--- src/hw/arf_pkg.sv ---
// Package for the converter result and control register block.
// Assumes a 32-bit APB bus whose byte addresses are given below.
package arf_pkg;
  localparam int ADDR_W = 5;
  localparam int RES_W = 10;
  localparam int BYTE_W = 8;
  localparam logic [ADDR_W-1:0] OFS_CTRL_ZERO = 5'h00;
  localparam logic [ADDR_W-1:0] OFS_CTRL_ONE = 5'h04;
  localparam logic [ADDR_W-1:0] OFS_TRIG_CTRL = 5'h08;
  localparam logic [ADDR_W-1:0] OFS_RES_HIGH = 5'h0C;
  localparam logic [ADDR_W-1:0] OFS_RES_LOW = 5'h10;
  // Field positions inside the control registers.
  localparam int BIT_ENABLE = 0;
  localparam int BIT_GO = 1;
  localparam int CHAN_LSB = 2;
  localparam int CHAN_MSB = 6;
  localparam int BIT_JUSTIFY = 7;
  localparam int CLKSEL_LSB = 4;
  localparam int CLKSEL_MSB = 6;
  localparam int PREF_LSB = 0;
  localparam int PREF_MSB = 1;
  localparam int TRIG_LSB = 4;
  localparam int TRIG_MSB = 6;
  // Writable masks; unimplemented bits read as zero.
  localparam logic [BYTE_W-1:0] MASK_CTRL_ZERO = 8'h7F;
  localparam logic [BYTE_W-1:0] MASK_CTRL_ONE = 8'hF3;
  localparam logic [BYTE_W-1:0] MASK_TRIG_CTRL = 8'h70;
  localparam logic [BYTE_W-1:0] RST_CTRL = 8'h00;
  // Number of zero-filled bits in the unused part of a result byte.
  localparam int PAD_W = 2 * BYTE_W - RES_W;
endpackage : arf_pkg

--- src/hw/arf_result_pack.sv ---
// Places a 10-bit conversion result into a high and a low result byte.
// Assumes the caller registers both outputs in one cycle.
`timescale 1ns/1ps
module arf_result_pack (
  input wire logic [arf_pkg::RES_W-1:0] result_i,
  input wire logic justify_i,
  output logic [arf_pkg::BYTE_W-1:0] high_o,
  output logic [arf_pkg::BYTE_W-1:0] low_o
);
  localparam int PW = arf_pkg::PAD_W;
  localparam int BW = arf_pkg::BYTE_W;
  localparam int LW = arf_pkg::RES_W - BW;
  wire [BW-1:0] right_high = {{PW{1'b0}}, result_i[arf_pkg::RES_W-1:BW]};
  wire [BW-1:0] right_low = result_i[BW-1:0];
  wire [BW-1:0] left_high = result_i[arf_pkg::RES_W-1:LW];
  wire [BW-1:0] left_low = {result_i[LW-1:0], {PW{1'b0}}};
  assign high_o = justify_i ? right_high : left_high;
  assign low_o = justify_i ? right_low : left_low;
endmodule : arf_result_pack

--- src/hw/arf_top.sv ---
// Converter control and result registers behind an APB slave.
// Assumes a sequencer on mclk_i that starts on go_o and pulses conv_done_i with the result.
//
// Chosen here: the APB register port and the register offsets.
`timescale 1ns/1ps
module arf_top #(
  parameter int RES_W = arf_pkg::RES_W
) (
  input wire logic mclk_i,
  input wire logic arst_n_i,
  input wire logic psel_i,
  input wire logic penable_i,
  input wire logic pwrite_i,
  input wire logic [31:0] paddr_i,
  input wire logic [31:0] pwdata_i,
  output logic [31:0] prdata_o,
  output logic pready_o,
  output logic pslverr_o,
  input wire logic conv_done_i,
  input wire logic [RES_W-1:0] conversion_result_i,
  output logic converter_enable_o,
  output logic go_o,
  output logic [4:0] channel_select_o,
  output logic justify_select_o,
  output logic [2:0] conversion_clock_select_o,
  output logic [1:0] positive_reference_select_o,
  output logic [2:0] auto_trigger_select_o
);
  localparam int BW = arf_pkg::BYTE_W;
  localparam int AW = arf_pkg::ADDR_W;

  logic [BW-1:0] ctrl_zero;
  logic [BW-1:0] ctrl_one;
  logic [BW-1:0] trig_ctrl;
  logic [BW-1:0] result_high_byte;
  logic [BW-1:0] result_low_byte;
  logic [BW-1:0] packed_high;
  logic [BW-1:0] packed_low;
  logic [31:0] next_prdata;
  logic next_slverr;

  // Any nonzero upper address bit makes the access unmapped, so no register has aliases.
  function automatic logic reg_hit(input logic [31:0] a, input logic [AW-1:0] ofs);
    reg_hit = (a[31:AW] == '0) && (a[AW-1:0] == ofs);
  endfunction : reg_hit

  wire hit_c0 = reg_hit(paddr_i, arf_pkg::OFS_CTRL_ZERO);
  wire hit_c1 = reg_hit(paddr_i, arf_pkg::OFS_CTRL_ONE);
  wire hit_c2 = reg_hit(paddr_i, arf_pkg::OFS_TRIG_CTRL);
  wire hit_rh = reg_hit(paddr_i, arf_pkg::OFS_RES_HIGH);
  wire hit_rl = reg_hit(paddr_i, arf_pkg::OFS_RES_LOW);
  wire hit_any = hit_c0 || hit_c1 || hit_c2 || hit_rh || hit_rl;
  wire setup = psel_i && !penable_i;
  wire wr = psel_i && penable_i && pwrite_i && hit_any;
  wire [BW-1:0] wbyte = pwdata_i[BW-1:0];
  // A finished conversion is loaded only while a conversion is outstanding.
  wire load = conv_done_i && ctrl_zero[arf_pkg::BIT_GO];
  wire sw_start = wr && hit_c0 && wbyte[arf_pkg::BIT_GO];

  arf_result_pack u_pack (
    .result_i(conversion_result_i),
    .justify_i(ctrl_one[arf_pkg::BIT_JUSTIFY]),
    .high_o(packed_high),
    .low_o(packed_low)
  );

  wire [BW-1:0] rd_byte = hit_c0 ? ctrl_zero :
                          hit_c1 ? ctrl_one :
                          hit_c2 ? trig_ctrl :
                          hit_rh ? result_high_byte :
                          hit_rl ? result_low_byte : '0;

  assign next_prdata = {{(32 - BW){1'b0}}, rd_byte};
  assign next_slverr = !hit_any;
  // The slave never stalls, so every access phase completes at its first edge.
  assign pready_o = 1'b1;

  // Read data is latched in the setup phase so the bus sees it from a flip-flop.
  always_ff @(posedge mclk_i or negedge arst_n_i) begin
    if (!arst_n_i) begin
      prdata_o <= '0;
      pslverr_o <= 1'b0;
    end else if (setup) begin
      prdata_o <= pwrite_i ? '0 : next_prdata;
      pslverr_o <= next_slverr;
    end
  end

  // A start written in the completion cycle wins, so a new conversion is never lost.
  wire [BW-1:0] next_ctrl_zero =
    (wr && hit_c0) ? (wbyte & arf_pkg::MASK_CTRL_ZERO) :
    load ? (ctrl_zero & ~(8'h01 << arf_pkg::BIT_GO)) : ctrl_zero;

  always_ff @(posedge mclk_i or negedge arst_n_i) begin
    if (!arst_n_i) begin
      ctrl_zero <= arf_pkg::RST_CTRL;
      ctrl_one <= arf_pkg::RST_CTRL;
      trig_ctrl <= arf_pkg::RST_CTRL;
    end else begin
      ctrl_zero <= next_ctrl_zero;
      if (wr && hit_c1) begin
        ctrl_one <= wbyte & arf_pkg::MASK_CTRL_ONE;
      end
      if (wr && hit_c2) begin
        trig_ctrl <= wbyte & arf_pkg::MASK_TRIG_CTRL;
      end
    end
  end

  // Result bytes carry no reset so they keep their contents across reset.
  // A load wins over a software write in the same cycle so the two bytes stay paired.
  always_ff @(posedge mclk_i) begin
    if (load) begin
      result_high_byte <= packed_high;
      result_low_byte <= packed_low;
    end else begin
      if (wr && hit_rh) begin
        result_high_byte <= wbyte;
      end
      if (wr && hit_rl) begin
        result_low_byte <= wbyte;
      end
    end
  end

  assign converter_enable_o = ctrl_zero[arf_pkg::BIT_ENABLE];
  assign go_o = ctrl_zero[arf_pkg::BIT_GO];
  assign channel_select_o = ctrl_zero[arf_pkg::CHAN_MSB:arf_pkg::CHAN_LSB];
  assign justify_select_o = ctrl_one[arf_pkg::BIT_JUSTIFY];
  assign conversion_clock_select_o = ctrl_one[arf_pkg::CLKSEL_MSB:arf_pkg::CLKSEL_LSB];
  assign positive_reference_select_o = ctrl_one[arf_pkg::PREF_MSB:arf_pkg::PREF_LSB];
  assign auto_trigger_select_o = trig_ctrl[arf_pkg::TRIG_MSB:arf_pkg::TRIG_LSB];

  // Checks on the result path and the go bit.
  wire justify = ctrl_one[arf_pkg::BIT_JUSTIFY];

  a_right_high: assert property (@(posedge mclk_i) disable iff (!arst_n_i)
    load && justify |=> result_high_byte == {6'h00, $past(conversion_result_i[9:8])})
    else $error("right justified high byte wrong");
  a_right_low: assert property (@(posedge mclk_i) disable iff (!arst_n_i)
    load && justify |=> result_low_byte == $past(conversion_result_i[7:0]))
    else $error("right justified low byte wrong");
  a_left_pad: assert property (@(posedge mclk_i) disable iff (!arst_n_i)
    load && !justify |=> result_low_byte[5:0] == 6'h00)
    else $error("left justified low padding not zero");
  a_left_code: assert property (@(posedge mclk_i) disable iff (!arst_n_i)
    load && !justify |=> {result_high_byte, result_low_byte[7:6]} == $past(conversion_result_i))
    else $error("left justified code lost bits");
  a_go_clears: assert property (@(posedge mclk_i) disable iff (!arst_n_i)
    load && !sw_start |=> !go_o)
    else $error("go bit not cleared after load");
  a_go_holds: assert property (@(posedge mclk_i) disable iff (!arst_n_i)
    go_o && !conv_done_i && !(wr && hit_c0) |=> go_o)
    else $error("go bit dropped without completion");
  a_sw_write: assert property (@(posedge mclk_i) disable iff (!arst_n_i)
    wr && hit_rh && !load |=> result_high_byte == $past(pwdata_i[7:0]))
    else $error("result high byte write lost");
  a_both_bytes: assert property (@(posedge mclk_i) disable iff (!arst_n_i)
    load |=> {result_high_byte, result_low_byte} == ($past(justify) ?
      {6'h00, $past(conversion_result_i)} : {$past(conversion_result_i), 6'h00}))
    else $error("result bytes not loaded together");
  a_right_pad: assert property (@(posedge mclk_i) disable iff (!arst_n_i)
    load && justify |=> result_high_byte[7:2] == 6'h00)
    else $error("right justified high padding not zero");
  a_right_code: assert property (@(posedge mclk_i) disable iff (!arst_n_i)
    load && justify |=> {result_high_byte[1:0], result_low_byte} == $past(conversion_result_i))
    else $error("right justified code lost bits");
  a_left_high: assert property (@(posedge mclk_i) disable iff (!arst_n_i)
    load && !justify |=> result_high_byte == $past(conversion_result_i[9:2]))
    else $error("left justified high byte wrong");
  a_go_start: assert property (@(posedge mclk_i) disable iff (!arst_n_i)
    sw_start |=> go_o)
    else $error("go bit not set by software start");
  a_go_write_wins: assert property (@(posedge mclk_i) disable iff (!arst_n_i)
    load && wr && hit_c0 |=> go_o == $past(wbyte[arf_pkg::BIT_GO]))
    else $error("software write lost against hardware clear");
  a_done_refused: assert property (@(posedge mclk_i) disable iff (!arst_n_i)
    conv_done_i && !go_o && !wr |=> $stable(result_high_byte) && $stable(result_low_byte))
    else $error("result changed with no conversion in progress");
  a_low_write: assert property (@(posedge mclk_i) disable iff (!arst_n_i)
    wr && hit_rl && !load |=> result_low_byte == $past(pwdata_i[7:0]))
    else $error("result low byte write lost");

  // Bus answer and register masks.
  a_unmapped_err: assert property (@(posedge mclk_i) disable iff (!arst_n_i)
    setup && !hit_any |=> pslverr_o)
    else $error("unmapped access not flagged");
  a_mapped_ok: assert property (@(posedge mclk_i) disable iff (!arst_n_i)
    setup && hit_any |=> !pslverr_o)
    else $error("mapped access flagged as error");
  a_write_rdata: assert property (@(posedge mclk_i) disable iff (!arst_n_i)
    setup && pwrite_i |=> prdata_o == '0)
    else $error("read data not zero during write");
  a_read_ctrl: assert property (@(posedge mclk_i) disable iff (!arst_n_i)
    setup && !pwrite_i && hit_c0 |=> prdata_o == 32'($past(ctrl_zero)))
    else $error("control zero read data wrong");
  a_ctrl_zero_mask: assert property (@(posedge mclk_i) disable iff (!arst_n_i)
    (ctrl_zero & ~arf_pkg::MASK_CTRL_ZERO) == '0)
    else $error("control zero unimplemented bit set");
  a_ctrl_one_mask: assert property (@(posedge mclk_i) disable iff (!arst_n_i)
    (ctrl_one & ~arf_pkg::MASK_CTRL_ONE) == '0)
    else $error("control one unimplemented bit set");
  a_trig_mask: assert property (@(posedge mclk_i) disable iff (!arst_n_i)
    (trig_ctrl & ~arf_pkg::MASK_TRIG_CTRL) == '0)
    else $error("trigger control unimplemented bit set");

  // Main scenarios: loads in both formats, a completed start, a refused done, a byte write.
  c_right_load: cover property (@(posedge mclk_i) disable iff (!arst_n_i) load && justify);
  c_left_load: cover property (@(posedge mclk_i) disable iff (!arst_n_i) load && !justify);
  c_start_done: cover property (@(posedge mclk_i) disable iff (!arst_n_i)
    sw_start ##[1:50] load);
  c_refused_done: cover property (@(posedge mclk_i) disable iff (!arst_n_i)
    conv_done_i && !go_o);
  c_result_write: cover property (@(posedge mclk_i) disable iff (!arst_n_i)
    wr && (hit_rh || hit_rl));
endmodule : arf_top

--- config.mk ---
export PLATFORM = sky130hd
export DESIGN_NAME = arf_top
export DESIGN_NICKNAME = d
export VERILOG_FILES = /design/src/hw/arf_pkg.sv /design/src/hw/arf_result_pack.sv /design/src/hw/arf_top.sv
export SDC_FILE = /design/constraint.sdc
export NUM_CORES = 1
export LEC_CHECK = 0
export ABC_AREA = 1
export BUFFER_PORTS_ARGS = -buffer_cell sky130_fd_sc_hd__buf_2
export CAP_MARGIN = 40
export CORE_MARGIN = 10
export CORE_UTILIZATION = 33
export CTS_CLUSTER_SIZE = 30
export DETAILED_ROUTE_END_ITERATION = 7
export PLACE_DENSITY = 0.73
export SKIP_LAST_GASP = 1
export SLEW_MARGIN = 20
export SYNTH_ARGS = -nofsm -noshare
export SYNTH_HDL_FRONTEND = slang
export SYNTH_SLANG_ARGS = --single-unit
--- constraint.sdc ---
create_clock -name mclk_i -period 1.4 [get_ports mclk_i]
set_clock_uncertainty 0.05 [all_clocks]
set_input_delay 0.28 -clock mclk_i [delete_from_list [all_inputs] [get_ports mclk_i]]
set_output_delay 0.28 -clock mclk_i [all_outputs]
set_load 0.01 [all_outputs]
==> results.ini <==
[pwr]
pwr_density_cell_mw_per_mm2=667
p_leak_nw=1.92
ir_worst_vdd_mv=0.329

[finish]
antenna_cells=0
drive_gt1_share_pct=42.8
area_delta_synth_final_pct=42.1
n_fill_cell=705
fin_area_mm2=0.00347
fin_nets=497

[setup_path]
crit_arrival_ps=1560
crit_path_frequent_cell=nand2_1
worst_path_max_delay_cell=nor3b_2
cp-end-kind=flip-flop
max_stage_delay_ps=260
crit_type=primary input to flip-flop
path_delay_family=simple AND/OR/NAND/NOR gates
start_kind=primary input
path_max_fanout=4
crit_buf_inv=2
worstPathRequired_ps=1550
path_cells=buf_2 -> nor2_4 -> nand2_2 -> nor2_2 -> nand2_4 -> buf_4 -> nor3b_2 -> nand2_1 -> nand2_1 -> nor2_1 -> nand2_1 -> nand2_1

[detailed_routing]
antenna_left=0
drt_iter0_drc=91
drc_errors=0
wl_mm=7.59
dr.pass1.iters=4
via_per_inst=4.67
wire_per_inst_um=14.7
vias=2414

[placement]
gp_congestion=0.865
port-buffer-count=80
placedInstanceArea_mm2=0.00310
dpl.hpwl_mm=5.87

[timing]
fin_crit_sh_pct=101
setup_viol=1
worst_slew_pin_slew_ps=567
worst_slack_ps=-7.85
grt_setup_unrepaired=true
whs_ps=205
final_hold_viol_count=0
slew_headroom_pct=62.2
final-max-slew-violation-count=0
clock.fmax_mhz=710
period_minus_slack_ps=1410

[global_route]
grt_pass1_wl_mm=11.6
grt_max_degree=28
first_global_vias=2446
grtUsageTotal_pct=12.4
overflow=0
antenna_found_initial=0

[logic_synthesis]
ys_warn_count=0
ys_seq_area_share_pct=45.3
ys_ff_latch=41
netlist.top_cell.by_area=dfrtp_1
synth_cell_types=29
syn-cell-area_mm2=0.00244
netlist_top_cells_area=dfrtp_1 26%, edfxtp_1 20%, nand2_1 16%, buf_4 8.0%, nor2_1 4.3%
synth_top_area_share_pct=25.6
syn_avg_cell_area_um2=7.98
synth_cells=306

[clocking]
ctsRootBufferMaster=clkbuf_8
clock_latency_ps=300
cts.sinks=41
cts_buffer_depth=2
numCtsBuffers=5
tritoncts=built
cts.clk_slew.worst_paths_ps=90
htree_levels=2

[run_status]
violations=negative setup slack
status=finished with violations

[floorplanning]
ios=130
die_area_mm2=0.0112
die_h_um=106
initial_utilization_pct=33.8
fp.coreArea_mm2=0.00721
rows=31
die_width_um=106

[flow_run]
drv_cap=0

[worst_hold_path]
hold_path.class=primary input to flip-flop

-- placed cells by master (no fill, tap or decap), drive strengths merged --
master and n:
clkinv 4, nor3b 3, o21bai 2, nor3 1, dlygate4sd3 1, edfxtp 16
nand3b 1, nor4 1, o21ai 24, inv 22, clkinvlp 1, a21oi 3
o31ai 8, conb 25, o211ai 1, nand2 109, nand4 6, clkbuf 5
nand3 19, dfrtp 25, buf 111, nor2 30
-- worst min-delay path: stages --
cell	delay, ps
buf_2	90
nand3_1	60
nand2_1	70
-- state kept, by name (all words and copies together) (netlist names) --
register	count
prdata_o	8
result_high_byte	8
result_low_byte	8
ctrl_zero	7
ctrl_one	6
trig_ctrl	3
pslverr_o	1
-- synthesized netlist by cell type (all sizes together) --
cell and n:
inv 20, o21ai 24, o31ai 8, nor2 30, o21bai 2, nor3b 3
a21oi 3, nand3b 1, edfxtp 16, nand4 6, nor3 1, nand2 109
buf 28, clkinv 3, nor4 1, nand3 19, o211ai 1, conb 2
clkbuf 4, dfrtp 25
-- cell families (layout without fill, tap and decap cells) --
| kind of cell | count (synthesis) | count (layout) | share of synthesized area [%] |
|---|---|---|---|
| AOI/OAI and AO/OA | 38 | 38 | 8.92 |
| buffers and inverters | 55 | 144 | 13.2 |
| DFF | 41 | 41 | 45.3 |
| other | 2 | 25 | 0.308 |
| and+or+nand+nor | 170 | 170 | 32.3 |
-- power by group --
group          internal [mW]  switching [mW]
logic                  0.122           0.167
clock network          0.346           0.425
registers               1.25         0.00159
total                   1.72           0.594
-- layout make-up --
| class | count | area, um2 | share of cell area (%) |
|---|---|---|---|
| clock buffer | 5 | 68.8 | 1.98 |
| clock inverter | 3 | 16.3 | 0.469 |
| inverter | 23 | 108 | 3.10 |
| multi-input combinational | 233 | 1330 | 38.2 |
| sequential | 41 | 1110 | 31.9 |
| tap | 99 | 124 | 3.57 |
| timing repair buffer | 112 | 716 | 20.6 |
| timing repair inverter | 1 | 6.26 | 0.180 |
-- path summary, 6_finish.rpt --
kind	slack, ps	depth (start not counted)	end	from
max in group asynchronous	460	2	prdata_o[2]	arst_n_i
worst min-delay path	200	3	ctrl_zero[2]	pwdata_i[2]
worst max register to register	150	4	result_low_byte[7]	ctrl_one[7]
worst max-delay path	-8	12	prdata_o[5]	paddr_i[26]
worst min register to register	420	2	prdata_o[5]	prdata_o[5]
min in group asynchronous	450	2	prdata_o[4]	arst_n_i
-- metal layers --
metal | up-vias | wire (um) | track usage, % | part of all wire (%)
met3 | 15 | 577 | 4.53 | 7.6
met2 | 96 | 3960 | 22.0 | 52
li1 | 1171 | - | - | -
met1 | 1132 | 2930 | 13.8 | 39
met4 | 0 | 117 | 3.19 | 1.5
met5 | - | 0 | 0 | 0
-- per-stage QoR --
stage          power, mW  setup TNS (ps)  instances  setup slack [ps]  util [%]
2_1_floorplan       1.43           -3480        329              -151         -
3_3_place_gp        1.53          -12440        500              -339      42.9
3_5_place_dp        1.54          -13350        500              -384      42.9
4_1_cts             2.30               0        513              1.09      45.2
5_1_grt             2.40           -1630        517             -87.5      48.1
6_report            2.31           -7.85        517             -7.85      48.1
-- what timing repair did --
item                                    in CTS  in global routing
gates cloned                                 0                  1
setup buffers                                4                  3
resized for setup                           11                 46
endpoints found under the setup margin      21                 46
hold buffers                                 1                  0
pin swaps                                   11                 31
hold endpoints to repair                    25                  0
Note: power is estimated with default switching activity, not from simulation.
